File: src/rtl/ivpm_pkg.sv
package ivpm_pkg;
   localparam int NUM_SRC = 40;
   localparam int NUM_CAUSES = 55;
   localparam int NUM_FIELDS = 24;
   localparam int LEVEL_BITS_W = 48;
   localparam int MAX_CAUSES_PER_SRC = 4;
   localparam logic [5:0] VEC_RESET = 6'h00;
   localparam logic [5:0] VEC_NMI = 6'h03;
   localparam logic [5:0] VEC_BREAK = 6'h05;
   localparam logic [15:0] ADDR_HI_ZERO = 16'h0000;
   localparam logic [1:0] ADDR_LO_ZERO = 2'h0;
   // Source slots used by checks
   localparam int SRC_CH1_A = 23;
   localparam int SRC_CH2_B = 27;
   localparam int SRC_SERIAL4 = 31;
   localparam int SRC_CAPTURE = 38;
   localparam int CAUSE_CAPTURE_LO = 50;
   // Vector number of each arbitrated slot, in fixed priority order
   localparam logic [5:0] SRC_VEC [NUM_SRC] = '{
      6'h06, 6'h07, 6'h08, 6'h09, 6'h0A, 6'h0B, 6'h0C, 6'h0D, 6'h0E, 6'h0F,
      6'h10, 6'h11, 6'h12, 6'h13, 6'h14, 6'h15, 6'h16, 6'h17, 6'h18, 6'h19,
      6'h1A, 6'h1B, 6'h1C, 6'h1D, 6'h1E, 6'h1F, 6'h20, 6'h21, 6'h22, 6'h23,
      6'h24, 6'h25, 6'h26, 6'h27, 6'h28, 6'h2A, 6'h2B, 6'h35, 6'h36, 6'h37};
   // Level field index: register A..F times four plus pair (upper pair first)
   localparam int SRC_FLD [NUM_SRC] = '{
      0, 1, 2, 3, 3, 4, 4, 4, 4, 4, 4, 4, 4, 5, 5, 5, 5, 5, 5, 5,
      5, 6, 7, 8, 8, 8, 9, 9, 9, 10, 10, 11, 12, 13, 14, 16, 17, 20, 21, 22};
   // Number of merged causes per slot
   localparam int SRC_CNT [NUM_SRC] = '{
      1, 1, 1, 1, 1, 1, 1, 1, 1, 1, 1, 1, 1, 1, 1, 1, 1, 1, 1, 1,
      1, 1, 1, 1, 1, 1, 1, 1, 1, 2, 2, 4, 3, 3, 4, 1, 1, 1, 2, 3};
endpackage

File: src/rtl/interrupt_vector_priority_map.sv
`timescale 1ns/1ps
module interrupt_vector_priority_map #(
   parameter bit FLASH_VARIANT = 1'b1
) (
   // Clock and reset
   input wire logic CLK_SYS_IN,
   input wire logic RESET_N_IN,
   // Non-maskable sources
   input wire logic NMI_REQ_IN,
   input wire logic ADDR_BREAK_REQ_IN,
   // Peripheral causes and their enables
   input wire logic [ivpm_pkg::NUM_CAUSES-1:0] CAUSE_IN,
   input wire logic [ivpm_pkg::NUM_CAUSES-1:0] CAUSE_EN_IN,
   // Level select registers A..F, A in bits 7:0
   input wire logic [ivpm_pkg::LEVEL_BITS_W-1:0] LEVEL_SELECT_IN,
   input wire logic [1:0] GLOBAL_LEVEL_MASK_IN,
   input wire logic STATUS_I_IN,
   // CPU side
   input wire logic VEC_ACK_IN,
   output logic VEC_REQ_OUT,
   output logic [5:0] VEC_NUM_OUT,
   output logic [23:0] VEC_ADDR_OUT
);
   // ==========================================================
   // Level decode
   function automatic logic [1:0] eff_level(input logic [1:0] fld);
      eff_level = fld[1] ? 2'h2 : {1'b0, fld[0]};
   endfunction

   typedef enum logic [1:0] {
      ST_BOOT = 2'b01,
      ST_RUN = 2'b10
   } state_t;

   state_t state_reg;
   logic [ivpm_pkg::NUM_SRC-1:0] src_req;
   logic [ivpm_pkg::NUM_SRC-1:0] eligible;
   logic [1:0] src_lvl [ivpm_pkg::NUM_SRC];
   logic [1:0] min_lvl;
   logic sel_found;
   logic [1:0] sel_lvl;
   logic [5:0] sel_idx;
   logic [5:0] vec_next;
   logic req_next;
   logic tie_lower;

   // ==========================================================
   // Cause merging
   always_comb
   begin
      int base;
      base = 0;
      src_req = '0;
      for (int s = 0; s < ivpm_pkg::NUM_SRC; s++)
      begin
         for (int c = 0; c < ivpm_pkg::MAX_CAUSES_PER_SRC; c++)
         begin
            if (c < ivpm_pkg::SRC_CNT[s])
            begin
               src_req[s] = src_req[s] | (CAUSE_IN[base + c] & CAUSE_EN_IN[base + c]);
            end
         end
         base = base + ivpm_pkg::SRC_CNT[s];
      end
      if (!FLASH_VARIANT)
      begin
         src_req[ivpm_pkg::SRC_SERIAL4] = 1'b0;
      end
   end

   // ==========================================================
   // Per-source level and masking
   assign min_lvl = eff_level(GLOBAL_LEVEL_MASK_IN);

   genvar gs;
   generate
      for (gs = 0; gs < ivpm_pkg::NUM_SRC; gs++)
      begin : g_src
         localparam int FLD = ivpm_pkg::SRC_FLD[gs];
         localparam int BIT_HI = (FLD / 4) * 8 + 7 - 2 * (FLD % 4);
         // Shared fields give ch1 and ch2 one level each; the capture timer has a field of its own
         assign src_lvl[gs] = eff_level(LEVEL_SELECT_IN[BIT_HI -: 2]);
         assign eligible[gs] = src_req[gs] && !STATUS_I_IN && (src_lvl[gs] >= min_lvl);
      end
   endgenerate

   // ==========================================================
   // Arbitration
   // Descending scan with >= lets the lower slot win ties
   always_comb
   begin
      sel_found = 1'b0;
      sel_lvl = 2'h0;
      sel_idx = 6'h00;
      for (int s = ivpm_pkg::NUM_SRC - 1; s >= 0; s--)
      begin
         if (eligible[s] && (!sel_found || src_lvl[s] >= sel_lvl))
         begin
            sel_found = 1'b1;
            sel_lvl = src_lvl[s];
            sel_idx = 6'(s);
         end
      end
   end

   // Non-maskable sources always precede the arbitrated ones
   always_comb
   begin
      req_next = 1'b1;
      if (NMI_REQ_IN)
      begin
         vec_next = ivpm_pkg::VEC_NMI;
      end
      else if (ADDR_BREAK_REQ_IN)
      begin
         vec_next = ivpm_pkg::VEC_BREAK;
      end
      else
      begin
         vec_next = ivpm_pkg::SRC_VEC[sel_idx];
         req_next = sel_found;
      end
   end

   // ==========================================================
   // State
   // Boot holds the reset vector until the CPU takes it
   always_ff @(posedge CLK_SYS_IN)
   begin
      if (!RESET_N_IN)
      begin
         state_reg <= ST_BOOT;
      end
      else
      begin
         case (state_reg)
            ST_BOOT: if (VEC_ACK_IN) state_reg <= ST_RUN;
            ST_RUN: state_reg <= ST_RUN;
            default: state_reg <= ST_BOOT;
         endcase
      end
   end

   // ==========================================================
   // Outputs
   always_ff @(posedge CLK_SYS_IN)
   begin
      if (!RESET_N_IN)
      begin
         VEC_REQ_OUT <= 1'b1;
         VEC_NUM_OUT <= ivpm_pkg::VEC_RESET;
         VEC_ADDR_OUT <= {ivpm_pkg::ADDR_HI_ZERO, ivpm_pkg::VEC_RESET, ivpm_pkg::ADDR_LO_ZERO};
      end
      else if (state_reg == ST_RUN || VEC_ACK_IN)
      begin
         VEC_REQ_OUT <= req_next;
         VEC_NUM_OUT <= vec_next;
         VEC_ADDR_OUT <= {ivpm_pkg::ADDR_HI_ZERO, vec_next, ivpm_pkg::ADDR_LO_ZERO};
      end
   end

   // ==========================================================
   // Checks
   always_comb
   begin
      tie_lower = 1'b0;
      for (int s = 0; s < ivpm_pkg::NUM_SRC; s++)
      begin
         if (s < int'(sel_idx) && eligible[s] && src_lvl[s] == sel_lvl)
         begin
            tie_lower = 1'b1;
         end
      end
   end

   wire run = (state_reg == ST_RUN);

   reset_vector_a: assert property (@(posedge CLK_SYS_IN) disable iff (!RESET_N_IN)
      $rose(RESET_N_IN) |-> VEC_REQ_OUT && VEC_NUM_OUT == ivpm_pkg::VEC_RESET)
      else $error("reset vector not presented");
   nmi_vector_a: assert property (@(posedge CLK_SYS_IN) disable iff (!RESET_N_IN)
      run && NMI_REQ_IN |=> VEC_REQ_OUT && VEC_NUM_OUT == ivpm_pkg::VEC_NMI)
      else $error("nmi vector wrong");
   break_vector_a: assert property (@(posedge CLK_SYS_IN) disable iff (!RESET_N_IN)
      run && !NMI_REQ_IN && ADDR_BREAK_REQ_IN |=> VEC_NUM_OUT == ivpm_pkg::VEC_BREAK)
      else $error("address break vector wrong");
   tie_order_a: assert property (@(posedge CLK_SYS_IN) disable iff (!RESET_N_IN)
      sel_found |-> !tie_lower)
      else $error("tie not resolved by vector order");
   level_gate_a: assert property (@(posedge CLK_SYS_IN) disable iff (!RESET_N_IN)
      sel_found |-> sel_lvl >= eff_level(GLOBAL_LEVEL_MASK_IN) && sel_lvl != 2'h3)
      else $error("masked level selected");
   idisable_a: assert property (@(posedge CLK_SYS_IN) disable iff (!RESET_N_IN)
      run && STATUS_I_IN && !NMI_REQ_IN && !ADDR_BREAK_REQ_IN |=> !VEC_REQ_OUT)
      else $error("request passed while disabled");
   addr_scale_a: assert property (@(posedge CLK_SYS_IN) disable iff (!RESET_N_IN)
      VEC_ADDR_OUT == {ivpm_pkg::ADDR_HI_ZERO, VEC_NUM_OUT, ivpm_pkg::ADDR_LO_ZERO})
      else $error("vector address mismatch");
   ch1_vector_a: assert property (@(posedge CLK_SYS_IN) disable iff (!RESET_N_IN)
      run && !NMI_REQ_IN && !ADDR_BREAK_REQ_IN && eligible == (40'h1 << ivpm_pkg::SRC_CH1_A)
      |=> VEC_NUM_OUT == 6'h1D)
      else $error("ch1 compare a vector wrong");
   ch2_vector_a: assert property (@(posedge CLK_SYS_IN) disable iff (!RESET_N_IN)
      run && !NMI_REQ_IN && !ADDR_BREAK_REQ_IN && eligible == (40'h1 << ivpm_pkg::SRC_CH2_B)
      |=> VEC_NUM_OUT == 6'h21)
      else $error("ch2 compare b vector wrong");
   capture_merge_a: assert property (@(posedge CLK_SYS_IN) disable iff (!RESET_N_IN)
      src_req[ivpm_pkg::SRC_CAPTURE] == |(CAUSE_IN[ivpm_pkg::CAUSE_CAPTURE_LO +: 2]
      & CAUSE_EN_IN[ivpm_pkg::CAUSE_CAPTURE_LO +: 2]))
      else $error("capture timer merge wrong");
   serial4_gone_a: assert property (@(posedge CLK_SYS_IN) disable iff (!RESET_N_IN)
      !FLASH_VARIANT |-> !src_req[ivpm_pkg::SRC_SERIAL4])
      else $error("serial unit 4 present without flash");

   boot_exit_c: cover property (@(posedge CLK_SYS_IN) disable iff (!RESET_N_IN)
      state_reg == ST_BOOT ##1 run);
   tie_seen_c: cover property (@(posedge CLK_SYS_IN) disable iff (!RESET_N_IN)
      sel_found && $countones(eligible) > 1);
   nmi_over_c: cover property (@(posedge CLK_SYS_IN) disable iff (!RESET_N_IN)
      run && NMI_REQ_IN && sel_found);
endmodule // interrupt_vector_priority_map

File: config.mk
export PLATFORM = sky130hd
export DESIGN_NAME = interrupt_vector_priority_map
export DESIGN_NICKNAME = d
export VERILOG_FILES = /design/src/rtl/ivpm_pkg.sv /design/src/rtl/interrupt_vector_priority_map.sv
export SDC_FILE = /design/constraint.sdc
export NUM_CORES = 1
export LEC_CHECK = 0
export BUFFER_PORTS_ARGS = -buffer_cell sky130_fd_sc_hd__buf_4
export CAP_MARGIN = 30
export CELL_PAD_IN_SITES_DETAIL_PLACEMENT = 0
export CELL_PAD_IN_SITES_GLOBAL_PLACEMENT = 1
export CORE_MARGIN = 2
export CORE_UTILIZATION = 33
export CTS_CLUSTER_DIAMETER = 120
export DETAILED_ROUTE_END_ITERATION = 7
export HOLD_SLACK_MARGIN = 0.15
export PLACE_DENSITY_LB_ADDON = 0.1
export SLEW_MARGIN = 20
export SYNTH_ARGS = -nofsm -noshare
export SYNTH_HDL_FRONTEND = slang
export SYNTH_SLANG_ARGS = --single-unit
File: constraint.sdc
create_clock -name CLK_SYS_IN -period 64.5 [get_ports CLK_SYS_IN]
set_clock_uncertainty 0.1 [all_clocks]
set_input_delay 6.45 -clock CLK_SYS_IN [delete_from_list [all_inputs] [get_ports CLK_SYS_IN]]
set_output_delay 6.45 -clock CLK_SYS_IN [all_outputs]
set_load 0.02 [all_outputs]
==> flow_summary.json <==
{
  "fin_nets": 1274,
  "crit_start": "GLOBAL_LEVEL_MASK_IN[0]",
  "netlist_area_um2": 5950,
  "drt-wirelength-per-cell_um": 15.2,
  "start_util_pct": 33.4,
  "yosysSeqAreaShare_pct": 3.03,
  "path_clk_slew_ns": 0.04,
  "grt_max_degree": 25,
  "hp-start": "VEC_NUM_OUT[5]",
  "synth-compound-area-share_pct": 32.4,
  "dieArea_um2": 19100,
  "wirelength_um": 19000,
  "clock-sinks": 9,
  "finalHoldViolCount": 0,
  "yosys.area_share.xor_xnor_pct": 0,
  "arrival_ns": 59.40,
  "cts_setup_buffers": 0,
  "numCtsBuffers": 3,
  "yosys-top-cells-area": "ha_1 (19%), nand2_1 (6.2%), nand2b_1 (6.2%)",
  "cts_root_buf": "clkbuf_16",
  "regArea_um2": 180,
  "endpoint_kind": "flip-flop",
  "async_flop_share_pct": 0,
  "insertedDiodeCount": 0,
  "cpLargestDelayFamily": "compound AO/OA/AOI/OAI gates",
  "drt_iter0_markers": 394,
  "yosys_register_bits": 9,
  "cp-start-kind": "input port",
  "port_buffers": 170,
  "worstPathRequired_ns": 64.52,
  "synth_top_area_cell": "ha_1",
  "stdcell_count": 1245,
  "status": "finished clean",
  "placedCellCount": 1241,
  "grt_overflow": 0,
  "detailedRoute.firstPassIterationCount": 5,
  "slowest_stage": "o41ai_1",
  "critPathKind": "in -> reg",
  "crit_path_max_incr_delay_ns": 0.52,
  "io_pins": 197,
  "drv_cap": 0,
  "synth_area_per_cell_um2": 6.95,
  "fp-row-count": 49,
  "clockBufferDepth": 2,
  "synth_top_family_by_area": "simple AND/OR/NAND/NOR gates",
  "final.min_clock_period_ns": 59.38,
  "r2r-start": "state_reg[0]",
  "setup_viol": 0,
  "tns_ns": 0,
  "layout-drive-gt1-share_pct": 22.9,
  "leakage_uw": 0.00359,
  "synth_top_area_share_pct": 19.1,
  "power_density_nw_per_um2": 16.7,
  "maxSlewHeadroom_pct": 53.5,
  "maxSlewViolCount": 0,
  "synthDistinctLibCells": 87,
  "grt_pass1_vias": 6299,
  "grt_util_all_layers_pct": 19.3,
  "drc": 0,
  "min_period_over_period_pct": 92.1,
  "dieWidth_um": 138,
  "muxShareOfSynthArea_pct": 4.56,
  "synth_fa_ha_area_share_pct": 20.5,
  "path_max_fanout": 20,
  "ys.warnings.count": 0,
  "via_count": 6630,
  "multiInputGateArea_um2": 5460,
  "irDropWorstVdd_uv": 12.5,
  "clk_latency_ns": 0.23,
  "antenna_found_initial": 0,
  "crit_buf_inv": 13,
  "hp-class": "reg -> reg",
  "postLayoutCoreUtil_pct": 41.9,
  "largest_reg_flops": 6,
  "yosys.cell_count.top_type": "nand2_1",
  "synthTopCellsByCount": "nand2_1 (99), ha_1 (91), a21oi_1 (68), nand2b_1 (59), nor2_1 (58)",
  "tightest_slew_ns": 0.696,
  "cts_max_level": 1,
  "hpwl_um": 15800,
  "area_growth_pct": 25.5,
  "rsz0062_at_grt": "no",
  "coreArea_um2": 17800,
  "dieHeight_um": 138,
  "routabilityCongestion": 0.820,
  "crit_path_frequent_cell": "ha_1",
  "synth-simple-area-share_pct": 32.7,
  "cts_tree": "built",
  "synthFlopType": "dfxtp_1",
  "viasPerCell": 5.33,
  "grt_first_pass_wirelength_um": 31600,
  "syn_inst": 857,
  "ant_nets": 0,
  "synth_edf_count": 0,
  "max_freq_mhz": 16.8,
  "fillCellCount": 1933
}
[worst min-delay path: stages (launching register included)]
cell and delay (ns):
dfxtp_1 0.31, nand2_1 0.05, a21oi_1 0.05
[worst paths after layout]
check        slack, ns              to  depth (start not counted)
min               0.37  VEC_NUM_OUT[5]                          2
max reg2reg      62.57  VEC_NUM_OUT[4]                          7
min reg2reg       0.37  VEC_NUM_OUT[5]                          2
max               5.12  VEC_NUM_OUT[4]                        262
[through the flow]
stage                     hold slack [ns]  setup WS (ns)  power (uW)  instance area, um^2
after floorplan                     0.394          10.67        85.8                 6020
after global placement              0.368           4.26         113                 7370
after detailed placement            0.368           4.41         113                 7370
after CTS                           0.373           4.43         125                 7450
after global routing                0.402          0.116         140                 7470
final                               0.368           5.12         125                 7470
[layout by cell type (no fill, tap or decap), drive strengths merged, types with 6 or more instances in the layout]
cell / count
buf: 173
nand2: 99
ha: 91
a21oi: 71
nand2b: 59
nor2: 59
o21ai: 48
inv: 46
nand3: 29
nor3: 23
nor2b: 23
a21o: 18
conb: 18
mux2i: 17
and3: 17
a31oi: 15
a22oi: 14
and2: 12
o21a: 10
dfxtp: 9
or2: 9
mux2: 9
or3: 9
nand4: 8
maj3: 8
a211oi: 8
o221ai: 8
a21boi: 8
nor3b: 7
o211ai: 6
o211a: 6
[metal layers]
| metal | part of all wire [%] | vias to the layer above | GRT usage (%) |
|---|---|---|---|
| met2 | 45 | 151 | 31.8 |
| met4 | 0.82 | 0 | 2.26 |
| met5 | 0 | - | 0 |
| met1 | 51 | 2981 | 28.4 |
| met3 | 3.5 | 13 | 1.25 |
| li1 | - | 3485 | - |
[logic make-up after synthesis]
family	Yosys count
DFF	9
and+or+nand+nor	370
muxes	26
AOI/OAI and AO/OA	271
buffers and inverters	81
adders and majority gates	99
other	1
[repair_timing]
item	CTS	global route
resized for setup	0	7
endpoints found under the setup margin	0	6
hold buffers	0	0
[report_power, final]
group	switching [uW]	internal [uW]	leakage, uW
clock	2.78	8.27	0.0000382
sequential	0.817	6.74	0.0000741
combinational	60.5	46.0	0.00348
total	64.1	61.0	0.00359
[layout make-up]
cell class	count	share of cell area (%)
Inverter	46	2.31
Timing Repair Buffer	173	17.4
Sequential cell	9	2.41
Tap cell	229	3.83
Clock buffer	4	1.05
Multi-Input combinational cell	784	73.0
(Power assumes the default switching activity.)
